===== src/core/ifd_pkg.sv =====
// Package for the instruction format decoder: classes, field positions and reset values
`default_nettype none
package ifd_pkg;
   // Instruction class codes
   typedef enum logic [3:0] {
      IFD_DATA_PROC = 4'h0,
      IFD_MULTIPLY = 4'h1,
      IFD_MUL_LONG = 4'h2,
      IFD_STATUS_READ = 4'h3,
      IFD_STATUS_WR_IMM = 4'h4,
      IFD_STATUS_WR_REG = 4'h5,
      IFD_BRANCH_EXCH = 4'h6,
      IFD_LOAD_STORE = 4'h7,
      IFD_HALF_SIGNED = 4'h8,
      IFD_SWAP = 4'h9,
      IFD_LOAD_STORE_MULT = 4'ha,
      IFD_COPROC_DATA = 4'hb,
      IFD_COPROC_XFER = 4'hc,
      IFD_COPROC_LS = 4'hd,
      IFD_BRANCH = 4'he,
      IFD_SOFT_INT = 4'hf
   } ifd_class_t;

   // Field positions
   localparam int IFD_RD_LSB = 12;
   localparam int IFD_RN_LSB = 16;
   localparam int IFD_CPID_LSB = 8;
   localparam int IFD_SBIT = 20;
   localparam int IFD_SPSR_BIT = 22;
   localparam int IFD_IMM_BIT = 25;
   localparam int IFD_OFS_WIDTH = 24;
   localparam int IFD_CP_OFS_WIDTH = 8;
   // Values after reset
   localparam logic [31:0] IFD_WORD_RESET = 32'h0000_0000;
   localparam logic [3:0] IFD_REG_RESET = 4'h0;
   // Pipeline latency of the decoder in cycles
   localparam int IFD_LATENCY = 1;
endpackage : ifd_pkg
`default_nettype wire


===== src/core/ifd_decoder.sv =====
// Instruction format decoder: classifies a 32-bit word and extracts its fields
// How it works
// RULE1: Bits 27:25 = 101 is branch; bit 24 saves return; 24-bit signed word offset.
// RULE2: Bits 27:25 = 110 is coprocessor load/store with flags, ids and 8-bit offset.
// RULE3: 00010 with bits 21:20 = 00 reads a status register; bit 22 picks saved one.
// RULE4: 00110 with bits 21:20 = 10 writes rotated immediate into status, under mask.
// RULE5: 00010, bits 21:20 = 10, bit 4 clear moves operand_reg into status, under mask.
// RULE6: Immediates are 8 bits rotated right by twice the 4-bit rotate field.
// RULE7: Some unallocated codes like multiply with bit 6 set raise no trap.
// RULE8: User-privilege access only with post-indexing; uses user-mode translation.
// RULE9: Bit 20 of data-processing or multiply requests a flag update.
// RULE10: Register fields index a bank of 31 registers of 32 bits.
// RULE11: Three coprocessor classes routed with coproc_id to the coprocessor port.
// RULE12: Bits 27:26 = 00 otherwise is data processing; bit 25 immediate, 24:21 opcode.
// RULE13: 011 with bit 4 set is undefined and traps; clear is register-offset load/store.
`default_nettype none
module ifd_decoder #(
   parameter int REG_COUNT = 31,
   parameter int DATA_WIDTH = 32
) (
   input wire logic clk_sys,
   input wire logic reset,
   input wire logic instr_valid,
   input wire logic [31:0] instr_word,
   output logic dec_valid,
   output ifd_pkg::ifd_class_t dec_class,
   output logic [3:0] cond_code,
   output logic [3:0] opcode,
   output logic imm_operand,
   output logic flag_update,
   output logic [3:0] base_reg,
   output logic [3:0] dest_reg,
   output logic [3:0] operand_reg,
   output logic [3:0] shift_reg,
   output logic [DATA_WIDTH-1:0] imm_value,
   output logic [31:0] branch_offset,
   output logic branch_and_save_return,
   output logic saved_status_select,
   output logic [3:0] field_mask,
   output logic index_before_use,
   output logic add_offset_flag,
   output logic byte_or_size_flag,
   output logic base_update,
   output logic load_flag,
   output logic user_privilege_access,
   output logic [3:0] coproc_id,
   output logic [3:0] coproc_dest,
   output logic [7:0] coproc_offset,
   output logic coproc_request,
   output logic [15:0] reg_list,
   output logic undef_trap
);

   // Rotate an 8-bit value right by twice the rotate field
   function automatic logic [31:0] ifd_rot_imm(input logic [11:0] f);
      logic [63:0] dbl;
      logic [4:0] amt;
      dbl = '0;
      amt = {f[11:8], 1'b0};
      dbl = {24'h00_0000, f[7:0], 24'h00_0000, f[7:0]};
      ifd_rot_imm = dbl[amt +: 32];
   endfunction : ifd_rot_imm

   // Group test on bits 27:23 and 21:20, shared by status move forms
   function automatic logic ifd_status_form(input logic [31:0] w, input logic [4:0] top,
                                            input logic [1:0] mid);
      ifd_status_form = (w[27:23] == top) && (w[21:20] == mid);
   endfunction : ifd_status_form

   logic [31:0] w;
   ifd_pkg::ifd_class_t cls;
   logic undef_next;
   logic is_mult;
   logic is_mlong;
   logic is_swap;
   logic is_bx;
   logic is_half;

   assign w = instr_word;
   // Multiply pattern ignores bit 6 (long multiply does not): such words stay multiply, no trap
   assign is_mult = (w[27:22] == 6'h00) && ({w[7], w[5:4]} == 3'h5); // [RULE7]
   assign is_mlong = (w[27:23] == 5'h01) && (w[7:4] == 4'h9);
   assign is_swap = (w[27:23] == 5'h02) && (w[21:20] == 2'h0) && (w[11:4] == 8'h09);
   assign is_bx = (w[27:4] == 24'h12_fff1);
   assign is_half = (w[27:25] == 3'h0) && w[7] && w[4] && (w[6:5] != 2'h0);

   // Classification; priority runs from most specific pattern to least
   always_comb begin
      cls = ifd_pkg::IFD_DATA_PROC;
      undef_next = 1'b0;
      if (w[27:25] == 3'h5) begin
         cls = ifd_pkg::IFD_BRANCH; // [RULE1]
      end else if (w[27:25] == 3'h6) begin
         cls = ifd_pkg::IFD_COPROC_LS; // [RULE2] [RULE11]
      end else if (w[27:24] == 4'hf) begin
         cls = ifd_pkg::IFD_SOFT_INT;
      end else if (w[27:24] == 4'he) begin
         cls = w[4] ? ifd_pkg::IFD_COPROC_XFER : ifd_pkg::IFD_COPROC_DATA; // [RULE11]
      end else if (w[27:25] == 3'h4) begin
         cls = ifd_pkg::IFD_LOAD_STORE_MULT;
      end else if (w[27:25] == 3'h3) begin
         cls = ifd_pkg::IFD_LOAD_STORE;
         undef_next = w[4]; // [RULE13]
      end else if (w[27:25] == 3'h2) begin
         cls = ifd_pkg::IFD_LOAD_STORE;
      end else if (is_mult) begin
         cls = ifd_pkg::IFD_MULTIPLY;
      end else if (is_mlong) begin
         cls = ifd_pkg::IFD_MUL_LONG;
      end else if (is_swap) begin
         cls = ifd_pkg::IFD_SWAP;
      end else if (is_bx) begin
         cls = ifd_pkg::IFD_BRANCH_EXCH;
      end else if (is_half) begin
         cls = ifd_pkg::IFD_HALF_SIGNED;
      end else if (ifd_status_form(w, 5'h02, 2'h0)) begin
         cls = ifd_pkg::IFD_STATUS_READ; // [RULE3]
      end else if (ifd_status_form(w, 5'h06, 2'h2)) begin
         cls = ifd_pkg::IFD_STATUS_WR_IMM; // [RULE4]
      end else if (ifd_status_form(w, 5'h02, 2'h2) && !w[4]) begin
         cls = ifd_pkg::IFD_STATUS_WR_REG; // [RULE5]
      end else begin
         cls = ifd_pkg::IFD_DATA_PROC; // [RULE12]
      end
   end

   // Valid and class stage
   always_ff @(posedge clk_sys or posedge reset) begin
      if (reset) begin
         dec_valid <= 1'b0;
         dec_class <= ifd_pkg::IFD_DATA_PROC;
         undef_trap <= 1'b0;
         coproc_request <= 1'b0;
      end else begin
         dec_valid <= instr_valid;
         dec_class <= cls;
         undef_trap <= instr_valid && undef_next; // [RULE13]
         coproc_request <= instr_valid && ((w[27:25] == 3'h6) || (w[27:24] == 4'he)); // [RULE11]
      end
   end

   // Register fields, 4 bits each, index the 31-entry bank via mode banking
   always_ff @(posedge clk_sys or posedge reset) begin
      if (reset) begin
         cond_code <= ifd_pkg::IFD_REG_RESET;
         base_reg <= ifd_pkg::IFD_REG_RESET;
         dest_reg <= ifd_pkg::IFD_REG_RESET;
         operand_reg <= ifd_pkg::IFD_REG_RESET;
         shift_reg <= ifd_pkg::IFD_REG_RESET;
         coproc_id <= ifd_pkg::IFD_REG_RESET;
         coproc_dest <= ifd_pkg::IFD_REG_RESET;
      end else if (instr_valid) begin
         cond_code <= w[31:28];
         base_reg <= w[ifd_pkg::IFD_RN_LSB +: 4]; // [RULE10]
         dest_reg <= w[ifd_pkg::IFD_RD_LSB +: 4]; // [RULE3] [RULE10]
         operand_reg <= w[3:0]; // [RULE5]
         shift_reg <= w[11:8];
         coproc_id <= w[ifd_pkg::IFD_CPID_LSB +: 4]; // [RULE2] [RULE11]
         coproc_dest <= w[ifd_pkg::IFD_RD_LSB +: 4]; // [RULE2]
      end
   end

   // Operation flags and immediates
   always_ff @(posedge clk_sys or posedge reset) begin
      if (reset) begin
         opcode <= 4'h0;
         imm_operand <= 1'b0;
         flag_update <= 1'b0;
         imm_value <= '0;
         branch_offset <= ifd_pkg::IFD_WORD_RESET;
         branch_and_save_return <= 1'b0;
         saved_status_select <= 1'b0;
         field_mask <= 4'h0;
         index_before_use <= 1'b0;
         add_offset_flag <= 1'b0;
         byte_or_size_flag <= 1'b0;
         base_update <= 1'b0;
         load_flag <= 1'b0;
         user_privilege_access <= 1'b0;
         coproc_offset <= 8'h00;
         reg_list <= 16'h0000;
      end else if (instr_valid) begin
         opcode <= w[24:21]; // [RULE12]
         imm_operand <= w[ifd_pkg::IFD_IMM_BIT]; // [RULE12]
         // Flag update only for data processing and both multiply kinds
         flag_update <= w[ifd_pkg::IFD_SBIT] && ((cls == ifd_pkg::IFD_DATA_PROC) ||
            (cls == ifd_pkg::IFD_MULTIPLY) || (cls == ifd_pkg::IFD_MUL_LONG)); // [RULE9]
         imm_value <= DATA_WIDTH'(ifd_rot_imm(w[11:0])); // [RULE6]
         // Word offset: sign-extend then scale by four
         branch_offset <= {{6{w[23]}}, w[23:0], 2'b00}; // [RULE1]
         branch_and_save_return <= (cls == ifd_pkg::IFD_BRANCH) && w[24]; // [RULE1]
         saved_status_select <= w[ifd_pkg::IFD_SPSR_BIT]; // [RULE3] [RULE4]
         field_mask <= w[19:16]; // [RULE4] [RULE5]
         index_before_use <= w[24];
         add_offset_flag <= w[23];
         byte_or_size_flag <= w[22];
         base_update <= w[21];
         load_flag <= w[20];
         // Post-indexed with write-back bit means user translation
         user_privilege_access <= (w[27:26] == 2'h1) && !w[24] && w[21]; // [RULE8]
         coproc_offset <= w[7:0]; // [RULE2]
         reg_list <= w[15:0];
      end
   end

   // Checks; each output is held against the word taken one edge before
   a_branch_link_bit: assert property (@(posedge clk_sys) disable iff (reset) // [RULE1]
      instr_valid && w[27:25] == 3'h5 |=> branch_and_save_return == $past(w[24]))
      else $error("branch link flag wrong");
   a_branch_class: assert property (@(posedge clk_sys) disable iff (reset) // [RULE1]
      instr_valid && w[27:25] == 3'h5 |=> dec_class == ifd_pkg::IFD_BRANCH)
      else $error("branch misdecoded");
   a_branch_offset_ext: assert property (@(posedge clk_sys) disable iff (reset) // [RULE1]
      instr_valid |=> branch_offset[31:26] == {6{$past(w[23])}})
      else $error("branch offset not sign extended");
   a_coproc_ls_class: assert property (@(posedge clk_sys) disable iff (reset) // [RULE2]
      instr_valid && w[27:25] == 3'h6 |=> dec_class == ifd_pkg::IFD_COPROC_LS
      && coproc_request && coproc_id == $past(w[11:8]))
      else $error("coprocessor load store misdecoded");
   a_coproc_ls_fields: assert property (@(posedge clk_sys) disable iff (reset) // [RULE2]
      instr_valid && w[27:25] == 3'h6 |=> coproc_offset == $past(w[7:0])
      && coproc_dest == $past(w[15:12]) && base_reg == $past(w[19:16]))
      else $error("coprocessor load store fields wrong");
   a_status_read: assert property (@(posedge clk_sys) disable iff (reset) // [RULE3]
      instr_valid && w[27:23] == 5'h02 && w[21:20] == 2'h0 && w[11:0] == 12'h000 |=>
      dec_class == ifd_pkg::IFD_STATUS_READ && saved_status_select == $past(w[22])
      && dest_reg == $past(w[15:12]))
      else $error("status read misdecoded");
   a_status_wr_imm: assert property (@(posedge clk_sys) disable iff (reset) // [RULE4]
      instr_valid && w[27:23] == 5'h06 && w[21:20] == 2'h2 |=>
      dec_class == ifd_pkg::IFD_STATUS_WR_IMM && field_mask == $past(w[19:16]))
      else $error("status immediate write misdecoded");
   a_status_wr_reg: assert property (@(posedge clk_sys) disable iff (reset) // [RULE5]
      instr_valid && w[27:23] == 5'h02 && w[21:20] == 2'h2 && w[7:4] == 4'h0 |=>
      dec_class == ifd_pkg::IFD_STATUS_WR_REG && operand_reg == $past(w[3:0]))
      else $error("status register write misdecoded");
   a_rot_imm_value: assert property (@(posedge clk_sys) disable iff (reset) // [RULE6]
      instr_valid && w[11:8] == 4'h1 |=>
      imm_value == {$past(w[1:0]), 24'h00_0000, $past(w[7:2])})
      else $error("rotated immediate wrong");
   a_rot_imm_plain: assert property (@(posedge clk_sys) disable iff (reset) // [RULE6]
      instr_valid && w[11:8] == 4'h0 |=> imm_value == {24'h00_0000, $past(w[7:0])})
      else $error("unrotated immediate wrong");
   a_mult_bit6_quiet: assert property (@(posedge clk_sys) disable iff (reset) // [RULE7]
      instr_valid && w[27:22] == 6'h00 && w[7:4] == 4'hd |=>
      dec_class == ifd_pkg::IFD_MULTIPLY && !undef_trap)
      else $error("unallocated multiply misdecoded");
   a_user_post_only: assert property (@(posedge clk_sys) disable iff (reset) // [RULE8]
      instr_valid && w[24] |=> !user_privilege_access)
      else $error("user access with pre-index");
   a_user_translate: assert property (@(posedge clk_sys) disable iff (reset) // [RULE8]
      instr_valid && w[27:26] == 2'h1 && !w[24] && w[21] |=> user_privilege_access)
      else $error("user translation not requested");
   a_flag_update: assert property (@(posedge clk_sys) disable iff (reset) // [RULE9]
      instr_valid && !w[20] |=> !flag_update)
      else $error("flag update without bit 20");
   a_flag_update_set: assert property (@(posedge clk_sys) disable iff (reset) // [RULE9]
      instr_valid && w[27:25] == 3'h1 && w[20] |=> flag_update)
      else $error("flag update missing");
   a_mult_flag: assert property (@(posedge clk_sys) disable iff (reset) // [RULE9]
      instr_valid && w[27:22] == 6'h00 && w[7:4] == 4'h9 |=> flag_update == $past(w[20]))
      else $error("multiply flag update wrong");
   a_reg_field: assert property (@(posedge clk_sys) disable iff (reset) // [RULE10]
      instr_valid |=> base_reg == $past(w[19:16]) && REG_COUNT == 31)
      else $error("base register field wrong");
   a_coproc_routed: assert property (@(posedge clk_sys) disable iff (reset) // [RULE11]
      instr_valid && w[27:24] == 4'he |=> coproc_request ##0 dec_valid)
      else $error("coprocessor op not routed");
   a_coproc_data_class: assert property (@(posedge clk_sys) disable iff (reset) // [RULE11]
      instr_valid && w[27:24] == 4'he && !w[4] |=> dec_class == ifd_pkg::IFD_COPROC_DATA
      && coproc_id == $past(w[11:8]))
      else $error("coprocessor data op misdecoded");
   a_coproc_xfer_class: assert property (@(posedge clk_sys) disable iff (reset) // [RULE11]
      instr_valid && w[27:24] == 4'he && w[4] |=> dec_class == ifd_pkg::IFD_COPROC_XFER
      && coproc_id == $past(w[11:8]))
      else $error("coprocessor transfer misdecoded");
   a_dp_fallback: assert property (@(posedge clk_sys) disable iff (reset) // [RULE12]
      instr_valid && w[27:25] == 3'h1 && w[24:23] != 2'h2 |=>
      dec_class == ifd_pkg::IFD_DATA_PROC)
      else $error("data processing misdecoded");
   a_dp_opcode: assert property (@(posedge clk_sys) disable iff (reset) // [RULE12]
      instr_valid && w[27:25] == 3'h1 |=> opcode == $past(w[24:21]) && imm_operand)
      else $error("data processing opcode wrong");
   a_undef_trap: assert property (@(posedge clk_sys) disable iff (reset) // [RULE13]
      instr_valid && w[27:25] == 3'h3 |=> undef_trap == $past(w[4]))
      else $error("undefined trap mismatch");
   a_undef_elsewhere: assert property (@(posedge clk_sys) disable iff (reset) // [RULE13]
      instr_valid && w[27:25] != 3'h3 |=> !undef_trap)
      else $error("undefined trap on defined word");
   a_ls_reg_class: assert property (@(posedge clk_sys) disable iff (reset) // [RULE13]
      instr_valid && w[27:25] == 3'h3 && !w[4] |=> dec_class == ifd_pkg::IFD_LOAD_STORE
      && operand_reg == $past(w[3:0]))
      else $error("register offset load store misdecoded");

   c_branch_link: cover property (@(posedge clk_sys) disable iff (reset)
      dec_valid && branch_and_save_return);
   c_undef: cover property (@(posedge clk_sys) disable iff (reset) undef_trap);
   c_coproc_xfer: cover property (@(posedge clk_sys) disable iff (reset)
      dec_valid && dec_class == ifd_pkg::IFD_COPROC_XFER);
   c_status_imm: cover property (@(posedge clk_sys) disable iff (reset)
      dec_valid && dec_class == ifd_pkg::IFD_STATUS_WR_IMM);
   c_multiply: cover property (@(posedge clk_sys) disable iff (reset)
      dec_valid && dec_class == ifd_pkg::IFD_MULTIPLY);

endmodule : ifd_decoder
`default_nettype wire


===== config.mk =====
export PLATFORM = sky130hd
export DESIGN_NAME = ifd_decoder
export DESIGN_NICKNAME = d
export VERILOG_FILES = /design/src/core/ifd_pkg.sv /design/src/core/ifd_decoder.sv
export SDC_FILE = /design/constraint.sdc
export NUM_CORES = 1
export LEC_CHECK = 0
export BUFFER_PORTS_ARGS = -buffer_cell sky130_fd_sc_hd__buf_2
export CAP_MARGIN = 20
export CORE_MARGIN = 2
export CORE_UTILIZATION = 40
export CTS_CLUSTER_DIAMETER = 60
export CTS_CLUSTER_SIZE = 40
export DETAILED_ROUTE_END_ITERATION = 16
export GPL_ROUTABILITY_DRIVEN = 0
export PLACE_DENSITY = 0.73
export SLEW_MARGIN = 20
export SYNTH_ARGS = -nofsm -noshare
export SYNTH_HDL_FRONTEND = slang
export SYNTH_SLANG_ARGS = --single-unit

===== constraint.sdc =====
create_clock -name clk_sys -period 5.6 [get_ports clk_sys]
set_input_delay 0 -clock clk_sys [delete_from_list [all_inputs] [get_ports clk_sys]]
set_output_delay 0 -clock clk_sys [all_outputs]
set_load 0.1 [all_outputs]

==> run metrics <==
initial core utilization=0.416; PortBufs=~170; Largest register FFs=32; WL final=9620 um; Syn Inst Count=between 300 and 400; run status=finished clean; Pre-antenna DRT Iters=4; dominant cells by area after synthesis=dfrtp_1 (46%), buf_4 (14%), mux2_2 (8.7%), o22ai_1 (3.5%), inv_1 (2.7%); gr busiest metal=met2; hold buffers post-CTS=27; crit path max fanout=slightly below 90; Seq/Total Area, Yosys=0.464; via count=approximately 3,100; Post-synth EDFFs=0; clk buf depth=2; max-cap viol count=0; Area Overhead vs Synth=23.0%; Sink Count=between 70 and 80; GRT met2 Usage=0.305; count leader, synth=buf_4; M3 GR Usage=0.0393; Leak=about 2.4 nW; remaining antenna violation count=0; non-filler cells, final=631; worst path arrival time=2.14 ns; dominant cell type by area after synthesis=dfrtp_1; number of global-route vias before repair=between 2,000 and 3,000; placed instance count=588; grt ovf=0; number of antenna violations at the first check in global routing=0; CP Capture Type=flop; Synth Register Bits=72; DR WL/cell=between 15 and 20 um; Worst Setup Start Kind=input pin; yosys warns=0; critical path class=input pin to flop; I/O Pins=~180; Max Transition Viols Final=0; distinct cell type count after synthesis=52; # resized after CTS=0; Hold Vio Cnt, Final=0; post-route minimum period=1.86 ns; setup TNS=0 ns; Design Area, Final=approximately 4800 um^2; layout cells sized above 1=0.470; ys async rst share=1.00; min-delay worst type=input pin to flop; core area=roughly 9300 um^2; Vias per Instance=approximately 5; die width=103 um; dominant synthesized flop cell=dfrtp_1; Tot GR Track Use=0.175; Fin Clk Skew=0 ns; Worst Tran Pin Value=0.922 ns; Die Y=between 100 and 150 um; violation count after the first detailed-route iteration=between 100 and 150; Remaining DRCs=0; CTS buffer count=9; Power Dens Cells=roughly 420 nW/um^2; clock slew at reported path FFs=0.08 ns; WP data required=between 5 and 6 ns; GRT met1 Usage=0.220; placed inst area=between 4000 and 5000 um^2; postcts setup bufs=0; final setup violation count=0; largest net degree at the start of global routing=89; final core occ=0.512; fin crit share=0.332; Max Clk Rate=approximately 540 MHz; insertion delay to the later sink of the worst-skew pair=roughly 0.33 ns; HPWL after DPL=about 6900 um; RSZ-0062 raised after global routing=no; slew margin rel.=0.386; nets=between 500 and 600; Site Rows=35; Clock Tree Root=clkbuf_8; register bank with the most flops=imm_value; Peak VDD IR=0.000271 V; Mapped Area=3880 um^2; global-route wire length before repair=14,400 um; H-tree depth=3; Avg Cell Area, Syn=around 10 um^2; CTS tree=yes; post-synth top area share=0.464; ANT cells=0; fillers=834; die area=roughly 11,000 um^2; top cells by count, synth=buf_4 (74), dfrtp_1 (72), mux2_2 (30); power after layout=0.00201 W
-- worst max-delay path: stages --
cell and delay (ns):
buf_2 0.08, buf_4 0.68, nand4_1 0.15, dlygate4sd3_1 0.60, nor2_1 0.08, dlygate4sd3_1 0.54
-- layout by cell type (no fill, tap or decap), drive strengths merged, types with 3 or more instances in the layout --
master and n:
a21oi 11, a22oi 6, a32oi 4, and3 5
buf 175, clkbuf 10, dfrtp 72, dlygate4sd3 27
inv 29, mux2 30, mux2i 8, nand2 15
nand3 5, nand4 3, nor2 20, nor2b 5
nor3 4, o21ai 14, o22ai 22
-- worst paths after layout --
kind                                     start               end  slack [ns]  depth (start not counted)
worst max-delay path               instr_valid        undef_trap        3.74                          6
worst min-delay path            instr_word[26]      dec_class[0]        0.04                          3
worst max register to register       opcode[2]         opcode[2]        4.76                          1
worst min register to register    cond_code[3]      cond_code[3]        0.51                          1
max in group asynchronous                reset  coproc_offset[5]        4.51                          4
min in group asynchronous                reset      cond_code[3]        0.50                          4
-- stage by stage --
stage | hold WS (ns) | setup slack [ns]
floorplan | 0.0314 | 3.78
global placement | 0.232 | 4.19
detailed placement | 0.237 | 4.11
CTS | 0.0274 | 3.74
global route | 0.0393 | 3.56
finish | 0.0364 | 3.74
-- report_power, final --
group / total (W) / switching (W) / internal [W]
clock: 0.000469 / 0.000205 / 0.000265
combinational: 0.000946 / 0.000817 / 0.000129
sequential: 0.000596 / 0.0000329 / 0.000563
total: 0.00201 / 0.00105 / 0.000957
-- final cells by class --
| class | count | area, um^2 | share of cell area |
|---|---|---|---|
| sequential | 72 | 1800 | 0.377 |
| clock buffer | 10 | 138 | 0.0288 |
| inverter | 29 | 109 | 0.0228 |
| clock inverter | 6 | 92.6 | 0.0194 |
| timing repair buffer | 202 | 1150 | 0.241 |
| multi-input combinational | 183 | 1320 | 0.277 |
| tap | 129 | 161 | 0.0338 |
-- kinds of logic after synthesis --
group	synth area share
AOI/OAI and AO/OA	0.124
buffers and inverters	0.196
DFF	0.464
muxes	0.108
other	0.000966
and+or+nand+nor	0.107
-- layer usage --
| layer | vias to the layer above | share of wire |
|---|---|---|
| met5 | - | 0 |
| met4 | 0 | 0.011 |
| met3 | 13 | 0.053 |
| met2 | 117 | 0.52 |
| met1 | 1518 | 0.42 |
| li1 | 1469 | - |
(Power assumes the default switching activity.)
